`src/hdl/bst_pkg.sv`:
```
package bst_pkg;

  // instruction width and codes
  localparam int unsigned      IR_W          = 3;
  localparam logic [IR_W-1:0]  INS_EXTEST    = 3'h0;
  localparam logic [IR_W-1:0]  INS_IDCODE    = 3'h1;
  localparam logic [IR_W-1:0]  INS_SAMPLE_Z  = 3'h2;
  localparam logic [IR_W-1:0]  INS_SAMPLE    = 3'h4;
  localparam logic [IR_W-1:0]  INS_BYPASS    = 3'h7;
  // value loaded into the instruction shifter on capture
  localparam logic [IR_W-1:0]  IR_CAPTURE    = 3'h1;

  // data register sizes and fixed positions
  localparam int unsigned      ID_W          = 32;
  localparam int unsigned      BSR_LEN_DEF   = 109;
  localparam int unsigned      OE_CELL       = 108;
  // identification value, arbitrary
  localparam logic [ID_W-1:0]  ID_VALUE_DEF  = 32'h1234_5001;

  // synchroniser depth and reset levels of the test pins
  localparam int unsigned      SYNC_STAGES   = 2;
  localparam logic [2:0]       PIN_RESET     = 3'h6;

  // controller states, neighbours in this list differ in one bit
  typedef enum logic [3:0] {
    ST_RESET   = 4'h0,
    ST_IDLE    = 4'h1,
    ST_SEL_DR  = 4'h3,
    ST_CAP_DR  = 4'h2,
    ST_SHF_DR  = 4'h6,
    ST_EX1_DR  = 4'h7,
    ST_PAU_DR  = 4'h5,
    ST_EX2_DR  = 4'h4,
    ST_UPD_DR  = 4'hC,
    ST_SEL_IR  = 4'hD,
    ST_CAP_IR  = 4'hF,
    ST_SHF_IR  = 4'hE,
    ST_EX1_IR  = 4'hA,
    ST_PAU_IR  = 4'hB,
    ST_EX2_IR  = 4'h9,
    ST_UPD_IR  = 4'h8
  } bst_state_e;

  // test port pins as seen from the board
  typedef struct packed {
    logic tms;
    logic tdi;
    logic tck;
  } bst_pins_s;

endpackage : bst_pkg

```
`src/hdl/bst_sync.sv`:
```
`timescale 1ns/1ps
module bst_sync #(
  parameter int unsigned       WIDTH = 1,
  parameter logic [WIDTH-1:0]  RESET = '0
) (
  input  wire logic             i_clock,
  input  wire logic             i_reset_n,
  input  wire logic [WIDTH-1:0] i_async,
  output logic      [WIDTH-1:0] o_sync
);
  import bst_pkg::*;

  logic [WIDTH-1:0] meta_q;

  if (WIDTH < 1) begin : g_chk
    $error("bst_sync: WIDTH must be at least 1");
  end

  // two flops; only the second reads the first
  always_ff @(posedge i_clock) begin
    if (!i_reset_n) begin
      meta_q <= RESET;
      o_sync <= RESET;
    end else begin
      meta_q <= i_async;
      o_sync <= meta_q;
    end
  end

endmodule : bst_sync

```
`src/hdl/bst_tap.sv`:
```
`timescale 1ns/1ps
// What this block does
// - sample on test clock rise, drive on fall
// - mode select steers controller, idles high
// - serial in enters selected register MSB
// - serial out from LSB, driven only shifting
// - five high mode edges reset test logic
// - power-up reset floats serial out
// - one register selected, per held instruction
// - three-bit instruction, reset loads identify
// - instruction capture loads pattern 01
// - one-bit bypass, cleared on capture
// - boundary captures pins, then shifts them
// - boundary chain MSB in, LSB out
// - identify captures fixed 32-bit value
// - instruction takes effect at update state
// - sample-z selects boundary, floats output bus
// - cell 108 gates outputs in extest, preset high
module bst_tap #(
  parameter int unsigned           BSR_LEN  = bst_pkg::BSR_LEN_DEF,
  parameter logic [bst_pkg::ID_W-1:0] ID_VALUE = bst_pkg::ID_VALUE_DEF
) (
  input  wire logic                i_clock,
  input  wire logic                i_reset_n,
  input  wire bst_pkg::bst_pins_s  i_pins,
  input  wire logic [BSR_LEN-1:0]  i_ring,
  output logic                     o_tdo,
  output logic                     o_tdo_oe,
  output logic [BSR_LEN-1:0]       o_preload,
  output logic                     o_extest,
  output logic                     o_bus_enable
);
  import bst_pkg::*;

  bst_pins_s           pins_s;
  logic [BSR_LEN-1:0]  ring_s;
  logic                tck_prev_q;
  logic                tck_rise;
  logic                tck_fall;
  bst_state_e          state_q;
  bst_state_e          state_d;
  logic [IR_W-1:0]     ir_q;
  logic [IR_W-1:0]     ir_sr_q;
  logic                byp_q;
  logic [ID_W-1:0]     id_q;
  logic [BSR_LEN-1:0]  bsr_q;
  logic                dr_lsb;

  if (BSR_LEN <= OE_CELL) begin : g_chk
    $error("bst_tap: boundary chain must hold the output enable cell");
  end

  // selects the boundary chain
  function automatic logic uses_bsr(input logic [IR_W-1:0] ins);
    uses_bsr = (ins == INS_EXTEST) || (ins == INS_SAMPLE) || (ins == INS_SAMPLE_Z);
  endfunction : uses_bsr

  // test pins and pin ring into the clock domain
  bst_sync #(
    .WIDTH (3),
    .RESET (PIN_RESET)
  ) u_pin_sync (
    .i_clock   (i_clock),
    .i_reset_n (i_reset_n),
    .i_async   (i_pins),
    .o_sync    (pins_s)
  );

  bst_sync #(
    .WIDTH (BSR_LEN),
    .RESET ('0)
  ) u_ring_sync (
    .i_clock   (i_clock),
    .i_reset_n (i_reset_n),
    .i_async   (i_ring),
    .o_sync    (ring_s)
  );

  // test clock edge finder
  always_ff @(posedge i_clock) begin
    if (!i_reset_n) begin
      tck_prev_q <= 1'b0;
    end else begin
      tck_prev_q <= pins_s.tck;
    end
  end

  assign tck_rise = pins_s.tck & ~tck_prev_q;
  assign tck_fall = ~pins_s.tck & tck_prev_q;

  // next controller state from mode select
  always_comb begin
    case (state_q)
      ST_RESET:  state_d = pins_s.tms ? ST_RESET  : ST_IDLE;
      ST_IDLE:   state_d = pins_s.tms ? ST_SEL_DR : ST_IDLE;
      ST_SEL_DR: state_d = pins_s.tms ? ST_SEL_IR : ST_CAP_DR;
      ST_CAP_DR: state_d = pins_s.tms ? ST_EX1_DR : ST_SHF_DR;
      ST_SHF_DR: state_d = pins_s.tms ? ST_EX1_DR : ST_SHF_DR;
      ST_EX1_DR: state_d = pins_s.tms ? ST_UPD_DR : ST_PAU_DR;
      ST_PAU_DR: state_d = pins_s.tms ? ST_EX2_DR : ST_PAU_DR;
      ST_EX2_DR: state_d = pins_s.tms ? ST_UPD_DR : ST_SHF_DR;
      ST_UPD_DR: state_d = pins_s.tms ? ST_SEL_DR : ST_IDLE;
      ST_SEL_IR: state_d = pins_s.tms ? ST_RESET  : ST_CAP_IR;
      ST_CAP_IR: state_d = pins_s.tms ? ST_EX1_IR : ST_SHF_IR;
      ST_SHF_IR: state_d = pins_s.tms ? ST_EX1_IR : ST_SHF_IR;
      ST_EX1_IR: state_d = pins_s.tms ? ST_UPD_IR : ST_PAU_IR;
      ST_PAU_IR: state_d = pins_s.tms ? ST_EX2_IR : ST_PAU_IR;
      ST_EX2_IR: state_d = pins_s.tms ? ST_UPD_IR : ST_SHF_IR;
      ST_UPD_IR: state_d = pins_s.tms ? ST_SEL_DR : ST_IDLE;
      default:   state_d = ST_RESET;
    endcase
  end

  // controller steps on test clock rise
  always_ff @(posedge i_clock) begin
    if (!i_reset_n) begin
      state_q <= ST_RESET;
    end else if (tck_rise) begin
      state_q <= state_d;
    end
  end

  // instruction shifter
  always_ff @(posedge i_clock) begin
    if (!i_reset_n) begin
      ir_sr_q <= INS_IDCODE;
    end else if (tck_rise && state_q == ST_CAP_IR) begin
      ir_sr_q <= IR_CAPTURE;
    end else if (tck_rise && state_q == ST_SHF_IR) begin
      ir_sr_q <= {pins_s.tdi, ir_sr_q[IR_W-1:1]};
    end
  end

  // held instruction, changed only at update or reset
  always_ff @(posedge i_clock) begin
    if (!i_reset_n) begin
      ir_q <= INS_IDCODE;
    end else if (state_q == ST_RESET) begin
      ir_q <= INS_IDCODE;
    end else if (tck_fall && state_q == ST_UPD_IR) begin
      ir_q <= ir_sr_q;
    end
  end

  // bypass bit
  always_ff @(posedge i_clock) begin
    if (!i_reset_n) begin
      byp_q <= 1'b0;
    end else if (tck_rise && state_q == ST_CAP_DR) begin
      byp_q <= 1'b0;
    end else if (tck_rise && state_q == ST_SHF_DR) begin
      byp_q <= pins_s.tdi;
    end
  end

  // identification shifter, used only under identify
  always_ff @(posedge i_clock) begin
    if (!i_reset_n) begin
      id_q <= '0;
    end else if (tck_rise && ir_q == INS_IDCODE) begin
      if (state_q == ST_CAP_DR) begin
        id_q <= ID_VALUE;
      end else if (state_q == ST_SHF_DR) begin
        id_q <= {pins_s.tdi, id_q[ID_W-1:1]};
      end
    end
  end

  // boundary chain, MSB faces serial in
  always_ff @(posedge i_clock) begin
    if (!i_reset_n) begin
      bsr_q <= '0;
    end else if (tck_rise && uses_bsr(ir_q)) begin
      if (state_q == ST_CAP_DR) begin
        bsr_q <= ring_s;
      end else if (state_q == ST_SHF_DR) begin
        bsr_q <= {pins_s.tdi, bsr_q[BSR_LEN-1:1]};
      end
    end
  end

  // parallel preload stage, enable cell preset high
  always_ff @(posedge i_clock) begin
    if (!i_reset_n || state_q == ST_RESET) begin
      o_preload          <= '0;
      o_preload[OE_CELL] <= 1'b1;
    end else if (tck_fall && state_q == ST_UPD_DR && uses_bsr(ir_q)) begin
      o_preload <= bsr_q;
    end
  end

  // output bus control from the held instruction
  always_ff @(posedge i_clock) begin
    if (!i_reset_n) begin
      o_extest     <= 1'b0;
      o_bus_enable <= 1'b1;
    end else begin
      o_extest <= (ir_q == INS_EXTEST);
      if (ir_q == INS_SAMPLE_Z) begin
        o_bus_enable <= 1'b0;
      end else if (ir_q == INS_EXTEST) begin
        o_bus_enable <= o_preload[OE_CELL];
      end else begin
        o_bus_enable <= 1'b1;
      end
    end
  end

  // low end of the selected data register
  always_comb begin
    if (uses_bsr(ir_q)) begin
      dr_lsb = bsr_q[0];
    end else if (ir_q == INS_IDCODE) begin
      dr_lsb = id_q[0];
    end else begin
      dr_lsb = byp_q;
    end
  end

  // serial out moves on test clock fall
  always_ff @(posedge i_clock) begin
    if (!i_reset_n) begin
      o_tdo    <= 1'b0;
      o_tdo_oe <= 1'b0;
    end else if (tck_fall) begin
      o_tdo    <= (state_q == ST_SHF_IR) ? ir_sr_q[0] : dr_lsb;
      o_tdo_oe <= (state_q == ST_SHF_IR) || (state_q == ST_SHF_DR);
    end
  end

endmodule : bst_tap

```
`config.mk`:
```
export PLATFORM = sky130hd
export DESIGN_NAME = bst_tap
export DESIGN_NICKNAME = d
export VERILOG_FILES = /design/src/hdl/bst_pkg.sv /design/src/hdl/bst_sync.sv /design/src/hdl/bst_tap.sv
export SDC_FILE = /design/constraint.sdc
export NUM_CORES = 1
export LEC_CHECK = 0
export BUFFER_PORTS_ARGS = -buffer_cell sky130_fd_sc_hd__clkbuf_2
export CAP_MARGIN = 15
export CORE_MARGIN = 2
export CORE_UTILIZATION = 45
export DETAILED_ROUTE_END_ITERATION = 8
export REMOVE_ABC_BUFFERS = 1
export SLEW_MARGIN = 20
export SYNTH_ARGS = -nofsm -noshare
export SYNTH_HDL_FRONTEND = slang
export SYNTH_SLANG_ARGS = --single-unit
```
`constraint.sdc`:
```
create_clock -name i_clock -period 3 [get_ports i_clock]
set_clock_uncertainty 0.1 [all_clocks]
set_input_delay 0.45 -clock i_clock [delete_from_list [all_inputs] [get_ports i_clock]]
set_output_delay 0.45 -clock i_clock [all_outputs]
set_load 0.02 [all_outputs]
```
=== After elaboration in Yosys (flattened, before gate mapping) ===
Index checks and enable logic that the tools add are counted.

* Logic and storage cells: 86
* Input bits: 114
* Bits in registers: 490
* Output and inout port bits: 113

* Equality and inequality tests: 18
* Reduce and logical (&&, ||, !) cells: 25
* Bitwise operators: 5
* Muxes and demuxes: 22

{| class="wikitable"
|+ Operators by type and width
! cell !! number
|-
| $mux 109 || 2
|-
| $mux 32 || 2
|-
| $pmux 4 s12 || 1
|-
| $eq 4x4->1 const B || 8
|-
| $eq 4x3->1 const B || 4
|-
| $mux 4 || 4
|-
| $reduce_or 2->1 || 5
|-
| $logic_and 1x1->1 || 9
|-
| $eq 4x2->1 const B || 2
|-
| $mux 1 || 8
|-
| $mux 2 || 3
|-
| $mux 3 || 2
|-
| $eq 4x1->1 const B || 1
|-
| $logic_not 4->1 || 1
|-
| $logic_or 1x1->1 || 4
|-
| $reduce_and 2->1 || 2
|-
| $eq 3x1->1 const B || 1
|-
| $eq 3x2->1 const B || 1
|-
| $eq 3x3->1 const B || 1
|-
| $logic_not 3->1 || 1
|-
| $not 1->1 || 3
|-
| $reduce_or 3->1 || 1
|-
| $and 1x1->1 || 2
|-
| $reduce_bool 2->1 || 1
|-
| $logic_not 1->1 || 1
|}

=== Depth between registers and ports, before layout ===
Gate-level depths: netlist of the first run.

* Word-level depth: 5
* Gate-level depth with buffers: 8
* Depth with buffers taken out: 4

=== Cells and area by module ===
A second synthesis of the first run with hierarchy kept.

* Cells, all modules: 1818
* Area, all modules: 16882.4 um^2

{| class="wikitable"
|+ Modules (own cells, without submodules)
! module !! times used !! cells each !! seq. area each (um^2) !! area an instance (um^2)
|-
| bst_tap || 1 || 1346 || 5325.1 || 10849.2
|-
| bst_sync at u_ring_sync || 1 || 460 || 4364.2 || 5875.6
|-
| bst_sync at u_pin_sync || 1 || 12 || 120.1 || 157.7
|}

=== Least setup slack after synthesis of the first run ===
OpenSTA, ideal clock, no wires.

* Kind: flip-flop to flip-flop
* Start point: register state_q[0]
* End point: register bsr_q[67]
* Buffers on the path: 4
* Arrival time: 1.571 ns
* Data required time: 2.784 ns
* Clock period less this slack: 1.787 ns
* Stages on the path, launching flop included: 9
* Setup time: 0.116 ns
* Path slack: 1.213 ns
* Path through: dfxtp_1 -> buf_4 -> or4b_1 -> buf_2 -> buf_6 -> buf_6 -> nand2_1 -> nand3_1 -> o211a_1

* Word-level cells in the longest chain between the ends: 3
* Elaborated cells between the ends (all ways): 5
* Classes of those cells: eq/ne (2); mux (1); reduce/logical (2)

{| class="wikitable"
|+ Ends and longest elaborated chain
! element !! RTL line !! RTL
|-
| from (decl) || bst_tap.sv:40 || <nowiki>bst_state_e state_q;</nowiki>
|-
| from (signal assigned) || bst_tap.sv:119 || <nowiki>state_q <= state_d;</nowiki>
|-
| $eq 4x2->1 or $eq 4x3->1 (tied branches) || bst_tap.sv:174, bst_tap.sv:176 ||
|-
| $reduce_bool 2->1 (no source line) || n/a ||
|-
| $reduce_and 2->1 (no source line) || n/a ||
|-
| to (signal assigned) || bst_tap.sv:175 || <nowiki>bsr_q <= ring_s;</nowiki>
|-
| to (signal assigned) || bst_tap.sv:177 || <nowiki>bsr_q <= {pins_s.tdi, bsr_q[BSR_LEN-1:1]};</nowiki>
|-
| to (decl) || bst_tap.sv:46 || <nowiki>logic [BSR_LEN-1:0] bsr_q;</nowiki>
|}

Several ways; a longest one is shown, not always the timed one.
A chain may end at the register's enable or synchronous reset.

=== Worst setup path after layout of the first run ===
* Start point: register state_q[1]
* End point: register bsr_q[92]

The elaborated chain is that of the path after synthesis.

==> run metrics, run 1 <==
drt drc=0; P&R area growth vs syn=24.1%; main area contributors after synthesis=dfxtp_1 (58%), nand2_1 (11%), and2_1 (8.3%); Yosys reg bits=between 400 and 500; vias=12693; # resized after CTS=0; Setup TNS=0 ns; clock slew at reported path FFs=~0.060 ns; cell family with most CP delay=simple AND/OR/NAND/NOR gates; Setup violations, final=0; area share of the leading cell type in the synthesized netlist=0.583; worst vdd ir=392 µV; slowest stage delay, CP=roughly 0.7 ns; # nets final=roughly 2200; hold_buf cts=a little over 90; Post-Synth XOR/XNOR Area=0.000520; synth unique cells=42; total global-route track usage=0.192; ys async rst share=0; Worst EP required=3.36 ns; Final Power=around 0.013 W; CP endpoint kind=flop; DR pass1 iterations=5; per-cell routed wire length=around 15 µm; grt ovf=0; Routability Congestion=between 0.7 and 0.8; ys flop type=dfxtp_1; clk buf depth=3; layout cell share with drive strength beyond 1=0.165; register area share after synthesis=0.583; fin crit period=2.37 ns; Skew-Pair Late Insertion Delay=between 0.5 and 0.6 ns; Syn. warnings=0; Final Hold Vio Count=0; crit-path cells=or4b_4, buf_4, nand2_1, nand3_1, o211a_1; FMAX=roughly 0.42 GHz; full die area=~39000 µm²; final worst slack=about 0.63 ns; Worst Tran Pin Value=approximately 1.1 ns; Reg area=just under 10000 µm²; area of the mapped netlist=between 15000 and 20000 µm²; RSZ-0062 raised after global routing=no; Post-Syn Instances=1819; first-pass GRT wire length=60.7 mm; IO Pins=~230; DIE HEIGHT=approximately 200 µm; relative slew slack=0.291; number of flops mapped to enable cells by yosys=0; Post-DP HPWL=around 22 mm; initial drt markers=~850; fin crit share=0.790; footprint of the multi-input gates=about 6400 µm²; Via density=4.93; Synth Area in Simple Gates=0.254; vias in the first global route=11782; critical path arrival=~2.7 ns; maxcap violations=0; Leakage Power=9.19 nW; CORE AREA=36700 µm²; clock root buffer=clkbuf_16; Compound-Gate Fraction of Synth Area=0.120; Die W=approximately 200 µm; final-report max-slew violation count=0; H-tree depth=2; Max stage delay cell, worst path=dfxtp_1; CTS tree=yes; fraction of the mapped netlist area in adder cells=0; number of port buffers=226; average size of a mapped cell=9.25 µm²; Fillers=between 3000 and 4000; Pwr Density=roughly 640 nW/µm²; initial antenna violation count=0; CP startpoint kind=flop; Detail Route Antenna Nets=0; main combinational cell family by area after synthesis=simple AND/OR/NAND/NOR gates; FP Rows=70; worst path bufs/invs=1; initial core utilization=0.459; TritonCTS Buffers=50; antenna fix cells=0; area leader, netlist=dfxtp_1; Routed Wire Length=between 30 and 40 mm; crit path kind=reg2reg; post-place setup slack=0.669 ns; CP max FO=92; Hold Crit Class=in2reg; Post-CTS Setup Inserts=0; CTS sink count=slightly below 500; mux cell area share after synthesis=0.00126; pin count of the biggest net entering global routing=around 150; status=finished clean
-- cells in the mapped netlist (2+ instances only) --
master	number
buf_4	3
and2_1	222
nor4b_1	2
and4_1	3
o31ai_1	3
nand2_1	472
o21ai_0	8
nor3b_1	9
clkbuf_1	85
o211a_1	109
nor2_1	18
a21oi_1	117
nor3_1	12
nor2b_1	6
a31oi_1	3
nand3b_1	4
and3_1	2
buf_1	5
nand3_1	139
nand2b_1	6
buf_6	7
a21boi_1	17
buf_2	47
nand4_1	2
dfxtp_1	490
inv_1	3
a21boi_0	10
-- where the power goes --
part           switching (W)  total [W]  internal [W]  leakage [nW]
Clock                0.00253    0.00632       0.00379         0.848
Combinational       0.000186   0.000412      0.000226          4.35
Sequential         0.0000360    0.00668       0.00665          4.00
Total                0.00275     0.0134        0.0107          9.19
-- cells by family after synthesis --
family                 Yosys count
AND/OR/NAND/NOR                903
AO/OA/AOI/OAI                  273
flip-flops                     490
buffers and inverters          150
multiplexers                     2
XOR/XNOR                         1
-- cell type report --
class / instances / area share
Multi-Input combinational cell: 1179 / 0.304
Sequential cell: 490 / 0.470
Tap cell: 468 / 0.0280
Inverter: 3 / 0.000539
Clock buffer: 72 / 0.0711
Clock inverter: 21 / 0.0106
Timing Repair Buffer: 344 / 0.116
-- state kept, by name (all words and copies together), names as in the netlist --
name,count
u_ring_sync.meta_q,109
u_pin_sync.meta_q,3
bsr_q,109
o_tdo,1
o_tdo_oe,1
ir_q,3
state_q,4
tck_prev_q,1
ir_sr_q,3
o_bus_enable,1
o_preload,109
o_extest,1
u_pin_sync.o_sync,3
byp_q,1
id_q,32
u_ring_sync.o_sync,109
-- final timing paths --
path / endpoint / slack, ns / cells after the start / start
hold reg to reg: u_pin_sync.o_sync[2]$_SDFF_PN1_ / 0.32 / 1 / u_pin_sync.meta_q[2]$_SDFF_PN1_
hold / removal: u_ring_sync.meta_q[49]$_SDFF_PN0_ / 0.02 / 2 / i_ring[49]
setup / recovery: bsr_q[92]$_SDFFE_PN0P_ / 0.63 / 5 / state_q[1]$_SDFFE_PN0P_
setup reg to reg: bsr_q[92]$_SDFFE_PN0P_ / 0.63 / 5 / state_q[1]$_SDFFE_PN0P_
-- through the flow --
stage / cells / util / hold WS [ns] / cell area [µm²]
2_1_floorplan: 1672 / - / 0.286 / 16200
3_3_place_gp: 2392 / 0.498 / 0.300 / 18300
3_5_place_dp: 2392 / 0.498 / 0.301 / 18300
4_1_cts: 2577 / 0.569 / 0.000877 / 20900
5_1_grt: 2577 / 0.569 / 0.00341 / 20900
6_report: 2577 / 0.569 / 0.0163 / 20900
-- placed cells by master, fill, tap and decap left out, types with 2 or more instances in the layout --
cell type	count
o31ai_1	3
nor3b_1	9
a21boi_0	10
nand3b_1	4
clkbuf_8	13
clkbuf_2	225
a31oi_1	3
and2_1	222
dlygate4sd3_1	92
clkbuf_1	8
a21oi_1	117
bufinv_16	4
buf_12	13
o211a_1	109
dfxtp_1	490
buf_4	13
nor2_1	18
o21ai_0	8
clkinv_4	2
clkinv_2	12
a21boi_1	17
and4_4	2
clkinvlp_4	2
nand2_1	472
nor2b_1	6
nand3_1	139
and3_1	2
nor3_1	12
nand4_1	2
nand2b_1	6
clkbuf_16	51
inv_1	3
-- layer usage --
| metal | vias to the layer above | share of wire | global-route usage |
|---|---|---|---|
| met1 | 5891 | 0.47 | 0.260 |
| li1 | 6472 | - | - |
| met4 | 0 | 0.027 | 0.0679 |
| met3 | 66 | 0.049 | 0.0379 |
| met5 | - | 0 | 0 |
| met2 | 264 | 0.45 | 0.307 |
(Power assumes the default switching activity.)
==> run 2: changes to the inputs <==
PLACE_DENSITY = 0.67   (was not set)
clock period = 1.9 ns   (was 3 ns; I/O delays follow)
==> run 2 against run 1 <==
Against the previous run:
- sequential power up 59%
- highest routed layer unchanged
- flip-flop and latch count unchanged
- critical path type unchanged
- die area is the same
- register-to-register slack got worse by 0.58 ns
- clock-buffer cell count did not move
- first-iteration DRC count fell by 18%
==> run metrics, run 2 (same netlist as run 1, synthesis figures left out) <==
status=finished clean; IO Pins=between 200 and 250; grt ovf=0; Final Hold Vio Count=0; Via density=approximately 5.0; initial antenna violation count=0; worst flop-to-flop path startpoint=state_q[3]$_SDFFE_PN0P_; Post-CTS Setup Inserts=0; Detail Route Antenna Nets=0; first-pass GRT wire length=63.9 mm; per-cell routed wire length=roughly 15 µm; TritonCTS Buffers=50; # nets final=around 2200; crit-path cells=buf_4, nor2_1, and4_4, buf_12, nand3_1, o211a_1; full die area=around 39000 µm²; clock root buffer=clkbuf_16; number of port buffers=about 230; Max stage delay cell, worst path=and4_4; critical path arrival=approximately 2.2 ns; antenna fix cells=0; Setup violations, final=0; sw frac=0.204; Post-DP HPWL=23.3 mm; crit path kind=reg2reg; layout cell share with drive strength beyond 1=0.164; P_int=between 0.015 and 0.02 W; worst vdd ir=roughly 610 µV; relative slew slack=0.532; Placement Cell Area=approximately 18000 µm²; drt drc=0; Skew-Pair Late Insertion Delay=approximately 0.57 ns; CP endpoint kind=flop; CP max FO=55; initial drt markers=692; worst hold start=u_pin_sync.meta_q[1]$_SDFF_PN1_; worst path bufs/invs=2; CORE AREA=approximately 37000 µm²; clock slew at reported path FFs=approximately 0.07 ns; vias=between 10000 and 15000; hold path cells=1; total global-route track usage=0.202; CTS tree=yes; final-report max-slew violation count=0; fin area=21300 µm²; register share of total power=0.501; Clock power frac=0.465; commonest non-fill, non-tap cell in the layout=dfxtp_1; cell family with most CP delay=simple AND/OR/NAND/NOR gates; Final Power=about 0.021 W; worst flop-to-flop path endpoint=bsr_q[25]$_SDFFE_PN0P_; Leakage Power=roughly 9.4 nW; Sw Pwr=0.00430 W; maxcap violations=0; vias in the first global route=around 13000; R2R Setup Slk=~0.045 ns; DIE HEIGHT=around 200 µm; H-tree depth=2; FF-to-FF path depth=6; Worst Tran Pin Value=between 0.7 and 0.8 ns; FMAX=roughly 0.54 GHz; Hold Crit Class=reg2reg; P&R area growth vs syn=26.8%; Pwr Density=around 990 nW/µm²; fin crit period=approximately 1.9 ns; Routability Congestion=between 0.7 and 0.8; Worst EP required=between 2 and 2.5 ns; Logic pwr share=0.034; slowest stage delay, CP=between 0.3 and 0.4 ns; CP startpoint kind=flop; most frequent cells in the layout=dfxtp_1 (490), nand2_1 (472), clkbuf_2 (225); Die W=a little under 200 µm; CTS sink count=490; RSZ-0062 raised after global routing=yes; Routed Wire Length=between 30 and 40 mm; pin count of the biggest net entering global routing=about 180; Hold EP=u_pin_sync.o_sync[1]$_SDFF_PN1_; clk buf depth=3; utilization after layout=0.582; DR pass1 iterations=4; initial core utilization=0.459; fin crit share=0.976; FP Rows=70
run 2: cell type report:
| type | count | area (µm²) |
|---|---|---|
| Sequential cell | 490 | 9810 |
| Inverter | 3 | 11.3 |
| Multi-Input combinational cell | 1179 | 6370 |
| Timing Repair Buffer | 389 | 2920 |
| Tap cell | 468 | 586 |
| Clock buffer | 72 | 1430 |
| Clock inverter | 16 | 215 |
| Fill cell | 3167 | 15400 |
run 2: worst max path at each step:
stage / start / end / slack, ns / cells after the start
after floorplan: state_q[1]$_SDFFE_PN0P_ / bsr_q[0]$_SDFFE_PN0P_ / -8.15 / 4
after global placement: state_q[3]$_SDFFE_PN0P_ / bsr_q[90]$_SDFFE_PN0P_ / 0.008 / 7
after detailed placement: state_q[3]$_SDFFE_PN0P_ / bsr_q[90]$_SDFFE_PN0P_ / 0.05 / 7
after CTS: state_q[3]$_SDFFE_PN0P_ / bsr_q[90]$_SDFFE_PN0P_ / 0.02 / 7
after global routing: state_q[3]$_SDFFE_PN0P_ / bsr_q[63]$_SDFFE_PN0P_ / -0.07 / 6
final: state_q[3]$_SDFFE_PN0P_ / bsr_q[25]$_SDFFE_PN0P_ / 0.05 / 6
run 2: what timing repair did:
item	in CTS	in global routing
gates resized for setup	0	6
hold endpoints to repair	130	0
hold buffers	121	0
setup endpoints to repair	0	91
run 2: power groups by stage:
stage	registers [W]	clock network [W]	logic, W
after floorplan	0.0108	0	0.000202
after global placement	0.0108	0	0.000514
after detailed placement	0.0108	0	0.000520
after CTS	0.0106	0.0100	0.000717
after global routing	0.0106	0.0104	0.000786
final	0.0106	0.00980	0.000719
run 2: worst register-to-register path, stage by stage, from the launching register on:
cell and delay [ns]:
dfxtp_1 0.34, buf_4 0.19, nor2_1 0.16, and4_4 0.37, buf_12 0.26, nand3_1 0.17, o211a_1 0.15
run 2: stage by stage:
stage | hold WS [ns] | setup TNS (ns) | setup slack [ns] | std cells
floorplan | 0.257 | -1386.49 | -8.15 | 1672
global placement | 0.299 | 0 | 0.00805 | 2408
detailed placement | 0.305 | 0 | 0.0535 | 2408
CTS | 0.318 | 0 | 0.0174 | 2617
global route | 0.334 | -1.97 | -0.0671 | 2617
finish | 0.316 | 0 | 0.0452 | 2617
run 2: layer usage:
metal / track usage / vias to the layer above / share of wire
li1: - / 6573 / -
met1: 0.265 / 6167 / 0.45
met2: 0.336 / 339 / 0.46
met3: 0.0338 / 79 / 0.054
met4: 0.0727 / 0 / 0.026
met5: 0 / - / 0
